### config.mk
export PLATFORM = sky130hd
export DESIGN_NAME = bcd_top
export DESIGN_NICKNAME = d
export VERILOG_FILES = /design/src/logic/bcd_pkg.sv /design/src/logic/bcd_top.sv
export SDC_FILE = /design/constraint.sdc
export NUM_CORES = 1
export LEC_CHECK = 0
export ABC_AREA = 1
export BUFFER_PORTS_ARGS = -buffer_cell sky130_fd_sc_hd__buf_2
export CAP_MARGIN = 20
export CORE_ASPECT_RATIO = 1.75
export CORE_UTILIZATION = 53
export CTS_CLUSTER_SIZE = 24
export DETAILED_ROUTE_END_ITERATION = 12
export PLACE_DENSITY_LB_ADDON = 0.15
export SETUP_SLACK_MARGIN = 0.05
export SLEW_MARGIN = 40
export SYNTH_ARGS = -nofsm -noshare
export SYNTH_HDL_FRONTEND = slang
export SYNTH_SLANG_ARGS = --single-unit
### constraint.sdc
create_clock -name pclk -period 5 [get_ports pclk]
set_input_delay 0.25 -clock pclk [delete_from_list [all_inputs] [get_ports pclk]]
set_output_delay 0.25 -clock pclk [all_outputs]
set_load 0.02 [all_outputs]
### src/logic/bcd_pkg.sv
// Package: register map, field layout and decode constants for buck config
package bcd_pkg;
  // Register indices; APB byte address is four times the index
  localparam logic [15:0] BCD_IDX_BUCK1  = 16'h7811;
  localparam logic [15:0] BCD_IDX_BUCK2  = 16'h7812;
  localparam logic [15:0] BCD_IDX_STATUS = 16'h7820;
  localparam int          BCD_AW         = 18;
  localparam logic [17:0] BCD_ADDR_BUCK1  = {BCD_IDX_BUCK1, 2'b00};
  localparam logic [17:0] BCD_ADDR_BUCK2  = {BCD_IDX_BUCK2, 2'b00};
  localparam logic [17:0] BCD_ADDR_STATUS = {BCD_IDX_STATUS, 2'b00};
  // Field positions inside a control word
  localparam int BCD_SLOT_HI  = 15;
  localparam int BCD_SLOT_LO  = 13;
  localparam int BCD_RATE_HI  = 9;
  localparam int BCD_RATE_LO  = 8;
  localparam int BCD_PHASE    = 7;
  localparam int BCD_VSEL_HI  = 6;
  localparam int BCD_VSEL_LO  = 2;
  localparam int BCD_CAP_HI   = 1;
  localparam int BCD_CAP_LO   = 0;
  // Values after reset
  localparam logic [15:0] BCD_BUCK1_RST = 16'h0000;
  localparam logic [15:0] BCD_BUCK2_RST = 16'h0080;
  // Switching rate codes; the other two are reserved
  localparam logic [1:0] BCD_RATE_2MHZ = 2'h1;
  localparam logic [1:0] BCD_RATE_4MHZ = 2'h3;
  // Start-up slot codes
  localparam logic [2:0] BCD_SLOT_OFF = 3'h0;
  localparam logic [2:0] BCD_SLOT_HW1 = 3'h6;
  localparam logic [2:0] BCD_SLOT_HW2 = 3'h7;
  // Voltage target in units of 0.1 mV
  localparam logic [14:0] BCD_BASE_DMV = 15'h1770; // 0.6 V
  localparam logic [14:0] BCD_TOP_DMV  = 15'h4650; // 1.8 V
  localparam logic [14:0] BCD_STEP_DMV = 15'h007d; // 12.5 mV
  localparam logic [6:0]  BCD_CODE_MIN = 7'h08;
  localparam logic [6:0]  BCD_CODE_MAX = 7'h68;
  localparam logic [6:0]  BCD_CODE_FAST_MAX = 7'h48; // 1.4 V at 4 MHz
  // Status register bits
  localparam int BCD_ST_B1_RATE_BAD = 0;
  localparam int BCD_ST_B2_RATE_BAD = 1;
  localparam int BCD_ST_B1_OVER     = 2;
  localparam int BCD_ST_B1_RUN      = 3;
  localparam int BCD_ST_B2_RUN      = 4;

  // Drive bundle toward the first converter stage
  typedef struct packed {
    logic        run;
    logic        fast;
    logic        invert;
    logic [1:0]  cap;
    logic [14:0] target;
  } bcd_buck1_t;

  // Drive bundle toward the second converter stage
  typedef struct packed {
    logic run;
    logic fast;
    logic invert;
  } bcd_buck2_t;
endpackage : bcd_pkg

### src/logic/bcd_top.sv
// Buck converter boot configuration decode with APB register access
//
// The APB register port was chosen for this implementation.
`timescale 1ns/1ps
module bcd_top
  import bcd_pkg::*;
(
  input  wire logic              pclk,
  input  wire logic              presetn,
  input  wire logic              psel,
  input  wire logic              penable,
  input  wire logic              pwrite,
  input  wire logic [BCD_AW-1:0] paddr,
  input  wire logic [31:0]       pwdata,
  input  wire logic [3:0]        pstrb,
  output logic      [31:0]       prdata,
  output logic                   pready,
  output logic                   pslverr,
  input  wire logic              buck1_enable_in,
  input  wire logic [4:0]        seq_slot_reached,
  input  wire logic              hw_enable1,
  input  wire logic              hw_enable2,
  output bcd_buck1_t             buck1_out,
  output bcd_buck2_t             buck2_out
);

  logic [15:0] b1_reg, b1_next;
  logic [15:0] b2_reg, b2_next;
  logic [31:0] prdata_reg, prdata_next;
  logic        pready_reg, pready_next;
  logic        pslverr_reg, pslverr_next;
  bcd_buck1_t  o1_reg, o1_next;
  bcd_buck2_t  o2_reg, o2_next;
  logic        setup, wr_take;
  logic [15:0] status;

  assign setup   = psel & ~penable;
  assign wr_take = psel & penable & pready_reg & pwrite;

  // Live status word; reserved bits read as zero
  always_comb begin
    status = 16'h0000;
    status[BCD_ST_B1_RATE_BAD] = ~b1_reg[BCD_RATE_LO];
    status[BCD_ST_B2_RATE_BAD] = ~b2_reg[BCD_RATE_LO];
    // Taken from the live word so the flag never lags the rate field
    status[BCD_ST_B1_OVER] =
      (b1_reg[BCD_RATE_HI:BCD_RATE_LO] == BCD_RATE_4MHZ) &&
      ({b1_reg[BCD_VSEL_HI:BCD_VSEL_LO], 2'b00} > BCD_CODE_FAST_MAX);
    status[BCD_ST_B1_RUN] = o1_reg.run;
    status[BCD_ST_B2_RUN] = o2_reg.run;
  end

  // APB slave: answer is prepared in setup, so access has no wait state
  always_comb begin
    b1_next      = b1_reg;
    b2_next      = b2_reg;
    pready_next  = setup;
    prdata_next  = 32'h0000_0000;
    pslverr_next = 1'b0;
    if (setup) begin
      unique case (paddr)
        BCD_ADDR_BUCK1:  prdata_next = {16'h0000, b1_reg};
        BCD_ADDR_BUCK2:  prdata_next = {16'h0000, b2_reg};
        BCD_ADDR_STATUS: prdata_next = {16'h0000, status};
        default:         pslverr_next = 1'b1;
      endcase
    end
    // Byte lanes let software touch one half of a word alone
    if (wr_take && paddr == BCD_ADDR_BUCK1) begin
      if (pstrb[0]) b1_next[7:0]  = pwdata[7:0];
      if (pstrb[1]) b1_next[15:8] = pwdata[15:8];
    end
    if (wr_take && paddr == BCD_ADDR_BUCK2) begin
      if (pstrb[0]) b2_next[7:0]  = pwdata[7:0];
      if (pstrb[1]) b2_next[15:8] = pwdata[15:8];
    end
  end

  // Register file and bus answer
  always_ff @(posedge pclk or negedge presetn) begin
    if (!presetn) begin
      b1_reg      <= BCD_BUCK1_RST;
      b2_reg      <= BCD_BUCK2_RST;
      prdata_reg  <= 32'h0000_0000;
      pready_reg  <= 1'b0;
      pslverr_reg <= 1'b0;
    end else begin
      b1_reg      <= b1_next;
      b2_reg      <= b2_next;
      prdata_reg  <= prdata_next;
      pready_reg  <= pready_next;
      pslverr_reg <= pslverr_next;
    end
  end

  // Decode toward the power stages
  logic [2:0] slot;
  logic [6:0] code, clamped;
  always_comb begin
    code    = {b1_reg[BCD_VSEL_HI:BCD_VSEL_LO], 2'b00};
    clamped = code;
    if (code < BCD_CODE_MIN) clamped = BCD_CODE_MIN;
    if (code > BCD_CODE_MAX) clamped = BCD_CODE_MAX;
    o1_next.target = BCD_BASE_DMV + 15'(BCD_STEP_DMV *
                     15'(clamped - BCD_CODE_MIN));
    o1_next.fast   = b1_reg[BCD_RATE_HI:BCD_RATE_LO] == BCD_RATE_4MHZ;
    o1_next.invert = b1_reg[BCD_PHASE];
    o1_next.cap    = b1_reg[BCD_CAP_HI:BCD_CAP_LO];
    // A reserved rate would set an undefined switching clock, so hold off
    o1_next.run    = buck1_enable_in & b1_reg[BCD_RATE_LO];
    slot = b2_reg[BCD_SLOT_HI:BCD_SLOT_LO];
    unique case (slot)
      BCD_SLOT_OFF: o2_next.run = 1'b0;
      3'h1, 3'h2, 3'h3, 3'h4, 3'h5:
        o2_next.run = seq_slot_reached[3'(slot - 3'h1)];
      BCD_SLOT_HW1: o2_next.run = hw_enable1;
      BCD_SLOT_HW2: o2_next.run = hw_enable2;
    endcase
    o2_next.run    = o2_next.run & b2_reg[BCD_RATE_LO];
    o2_next.fast   = b2_reg[BCD_RATE_HI:BCD_RATE_LO] == BCD_RATE_4MHZ;
    o2_next.invert = b2_reg[BCD_PHASE];
  end

  // Outputs to the stages are registered to keep them glitch free
  always_ff @(posedge pclk or negedge presetn) begin
    if (!presetn) begin
      // Reset drive equals the decode of the reset words, so the stages
      // see no step at the first edge after release
      o1_reg <= '{run: 1'b0, fast: 1'b0, invert: BCD_BUCK1_RST[BCD_PHASE],
                  cap: 2'b00, target: BCD_BASE_DMV};
      o2_reg <= '{run: 1'b0, fast: 1'b0, invert: BCD_BUCK2_RST[BCD_PHASE]};
    end else begin
      o1_reg <= o1_next;
      o2_reg <= o2_next;
    end
  end

  assign prdata    = prdata_reg;
  assign pready    = pready_reg;
  assign pslverr   = pslverr_reg;
  assign buck1_out = o1_reg;
  assign buck2_out = o2_reg;
endmodule : bcd_top

==> impl_metrics.env <==
export IMPL_grt_start_max_net_pins=72
export IMPL_cts_sinks=71
export IMPL_ys_types=38
export IMPL_grt_usage_pct=24.7
export IMPL_grt_pass1_wl_um=16300
export IMPL_wl_per_cell_um=13.9
export IMPL_reg2reg_from="b1_reg[3]"
export IMPL_seqPwrFrac_pct=42.0
export IMPL_setup_slack_ps=377
export IMPL_dpl_worst_slack_ps=268
export IMPL_syn_area_um2=4400
export IMPL_fin_util_pct=66.0
export IMPL_netlist_instances=519
export IMPL_p_sw_mw=0.281
export IMPL_timing_hold_ws_ps=7.73
export IMPL_placed_area_um2=4880
export IMPL_gp_congestion=0.872
export IMPL_first_pass_iters=6
export IMPL_synth_edf_count=0
export IMPL_critPathMaxFanout=6
export IMPL_synthArstFlopShare_pct=100
export IMPL_cts_hold_buf=0
export IMPL_slowest_stage="fa_1"
export IMPL_worstSetupStartpoint="b1_reg[3]"
export IMPL_nNetsFinal=721
export IMPL_p_sw_share_pct=20.5
export IMPL_setup_viol=0
export IMPL_min_path_type="in2async"
export IMPL_synth_top_area_share_pct=35.2
export IMPL_viasPerCell=5.07
export IMPL_slew_headroom_pct=52.6
export IMPL_leakagePower_nw=2.96
export IMPL_critPathCapture="buck1_out[14]"
export IMPL_clkTransAtPathRegs_ps=50
export IMPL_grt_overflow=0
export IMPL_worst_slew_pin_slew_ps=710
export IMPL_drtIter0Drc=149
export IMPL_clock_root_buffer="clkbuf_16"
export IMPL_io_buffers=87
export IMPL_fin_skew_ps=4.33
export IMPL_reg2reg_slack_ps=380
export IMPL_hpwl_um=7440
export IMPL_fin_crit_ps=4620
export IMPL_rsz0062_at_grt="true"
export IMPL_yosys_warnings=0
export IMPL_cpLargestDelayFamily="adder cells"
export IMPL_cp_data_required_time_ps=5270
export IMPL_critical_path_depth=22
export IMPL_worst_ep_arrival_time_ps=4890
export IMPL_avgSynthCellArea_um2=8.48
export IMPL_synth_seq_area_share_pct=40.6
export IMPL_num_rows=43
export IMPL_drive_above_1_share_pct=26.8
export IMPL_maxCapViolCount=0
export IMPL_drtAntennaViolNets=0
export IMPL_endpoint_kind="flip-flop"
export IMPL_synth_top_area_cell="dfrtp_1"
export IMPL_largest_reg_flops=18
export IMPL_cts_tree="yes"
export IMPL_fin_area_um2=5260
export IMPL_wirelength_um=9840
export IMPL_yosys_top_cells_area="dfrtp_1 (35%), nand2_1 (12%), ha_1 (8.8%), inv_1 (6.2%), dfstp_2 (5.4%)"
export IMPL_combPwrFrac_pct=4.5
export IMPL_fin_crit_sh_pct=92.5
export IMPL_fmax_ghz=0.216
export IMPL_multiInputGateArea_um2=2220
export IMPL_cp_common_cell="inv_1"
export IMPL_crit_buf_inv=6
export IMPL_status="complete, no violations"
export IMPL_num_antenna_cells=0
export IMPL_final_cells=709
export IMPL_worstSetupPathType="reg2reg"
export IMPL_htree_levels=3
export IMPL_start_util_pct=55.3
export IMPL_die_x_um=70.9
export IMPL_powerDensity_nw_per_um2=261
export IMPL_antenna_found_initial=0
export IMPL_ys_ff_latch=71
export IMPL_hold_viol=0
export IMPL_io_pins=124
export IMPL_syn2layout_area_growth_pct=19.4
export IMPL_r2r_end="buck1_out[14]"
export IMPL_crit_chain="nor2_2 -> nor2_1 -> nand2_1 -> nand2_2 -> inv_1 -> ha_1 -> inv_1 -> xor2_2 -> inv_1 -> nand2_1 -> nand2_1 -> fa_1 -> inv_1 -> fa_1 -> fa_1 -> inv_1 -> fa_1 -> o21ai_1 -> buf_4 -> nand4_1 -> a21o_1 -> nand2_1"
export IMPL_drv_slew=0
export IMPL_rr_worst_depth=22
export IMPL_cpPeakStageDelay_ps=570
export IMPL_register_area_um2=1790
export IMPL_die_area_um2=8690
export IMPL_yosysMostFrequentCell="nand2_1"
export IMPL_route_vias_total=3597
export IMPL_vdd_drop_max_mv=0.291
export IMPL_die_height_um=123
export IMPL_drc_errors=0
export IMPL_cts_buffer_depth=2
export IMPL_clk_latency_ps=330
export IMPL_fill_cells=676
export IMPL_synth_ff_type="dfrtp_1"
export IMPL_worst_setup_path_start_kind="flip-flop"
export IMPL_postCtsSetupBuffers=0
export IMPL_cts_resized=0
export IMPL_cts_buffers_inserted=9
export IMPL_p_int_mw=1.09
export IMPL_grt_pass1_vias=3656
export IMPL_synth_common_cells="nand2_1 (145), inv_1 (73), dfrtp_1 (62)"
export IMPL_core_area_um2=7960
export IMPL_dp_cells=693
export IMPL_clock_power_share_pct=53.6
-- through the flow --
step,TNS [ps],power (mW)
6_report,0,1.37
5_1_grt,-0.00666,1.41
4_1_cts,0,1.38
3_5_place_dp,0,0.648
3_3_place_gp,0,0.646
2_1_floorplan,0,0.622
-- cells in the final DEF, fill, tap and decap left out, types with 6 or more instances in the layout --
cell       netlist  final
nand2_1        145    145
buf_2            3     87
inv_1           73     71
dfrtp_1         62     59
nand3_1         34     34
nor2_1          32     30
ha_1            31     30
nand4_1         20     20
conb_1           1     18
nor2_4          12     13
fa_1             9      9
dfstp_2          9      9
clkbuf_16        0      9
a21oi_1          8      8
o21ai_0          9      8
buf_4           21      7
nor2_2           5      6
xor2_1           8      6
nand3_2          6      6
-- power groups by stage --
stage | Combinational (mW) | Clock (mW) | Sequential (mW)
CTS | 0.0620 | 0.746 | 0.576
floorplan | 0.0342 | 0 | 0.588
global placement | 0.0599 | 0 | 0.586
global route | 0.0690 | 0.765 | 0.576
finish | 0.0615 | 0.736 | 0.576
detailed placement | 0.0619 | 0 | 0.586
-- final cells by class --
class	instances	share of cell area, %
clock buffers	10	4.55
well taps	90	2.14
flip-flops and latches	71	34.1
clock inverters	6	2.05
multi-input cells	362	42.3
repair buffers	95	9.50
inverters	75	5.38
-- worst min-delay path by stage --
stage | from | end | slack (ps) | cells past startpoint
after floorplan | presetn | b1_reg[0] | -50 | 0
after global placement | b2_reg[7] | buck2_out[0] | 370 | 0
after detailed placement | b2_reg[7] | buck2_out[0] | 370 | 0
after CTS | presetn | buck1_out[13] | 50 | 2
after global routing | presetn | buck1_out[13] | 70 | 2
final | presetn | buck1_out[13] | 8 | 2
-- cell families after synthesis --
| group | count (synthesis) | synth area share [%] |
|---|---|---|
| simple gates | 265 | 29.3 |
| buf+inv | 103 | 11.1 |
| flops | 71 | 40.6 |
| fa+ha+maj | 40 | 12.9 |
| compound gates | 27 | 3.58 |
| xor+xnor | 12 | 2.39 |
| other cells | 1 | 0.0852 |
-- per-layer routing --
| layer | routed length (um) | up-vias | global-route usage [%] |
|---|---|---|---|
| met5 | 0 | - | 0 |
| met4 | 359 | 0 | 12.5 |
| met3 | 383 | 26 | 4.93 |
| met2 | 5690 | 100 | 46.7 |
| met1 | 3400 | 1688 | 25.4 |
| li1 | - | 1783 | - |
Note: power is estimated with default switching activity, not from simulation.
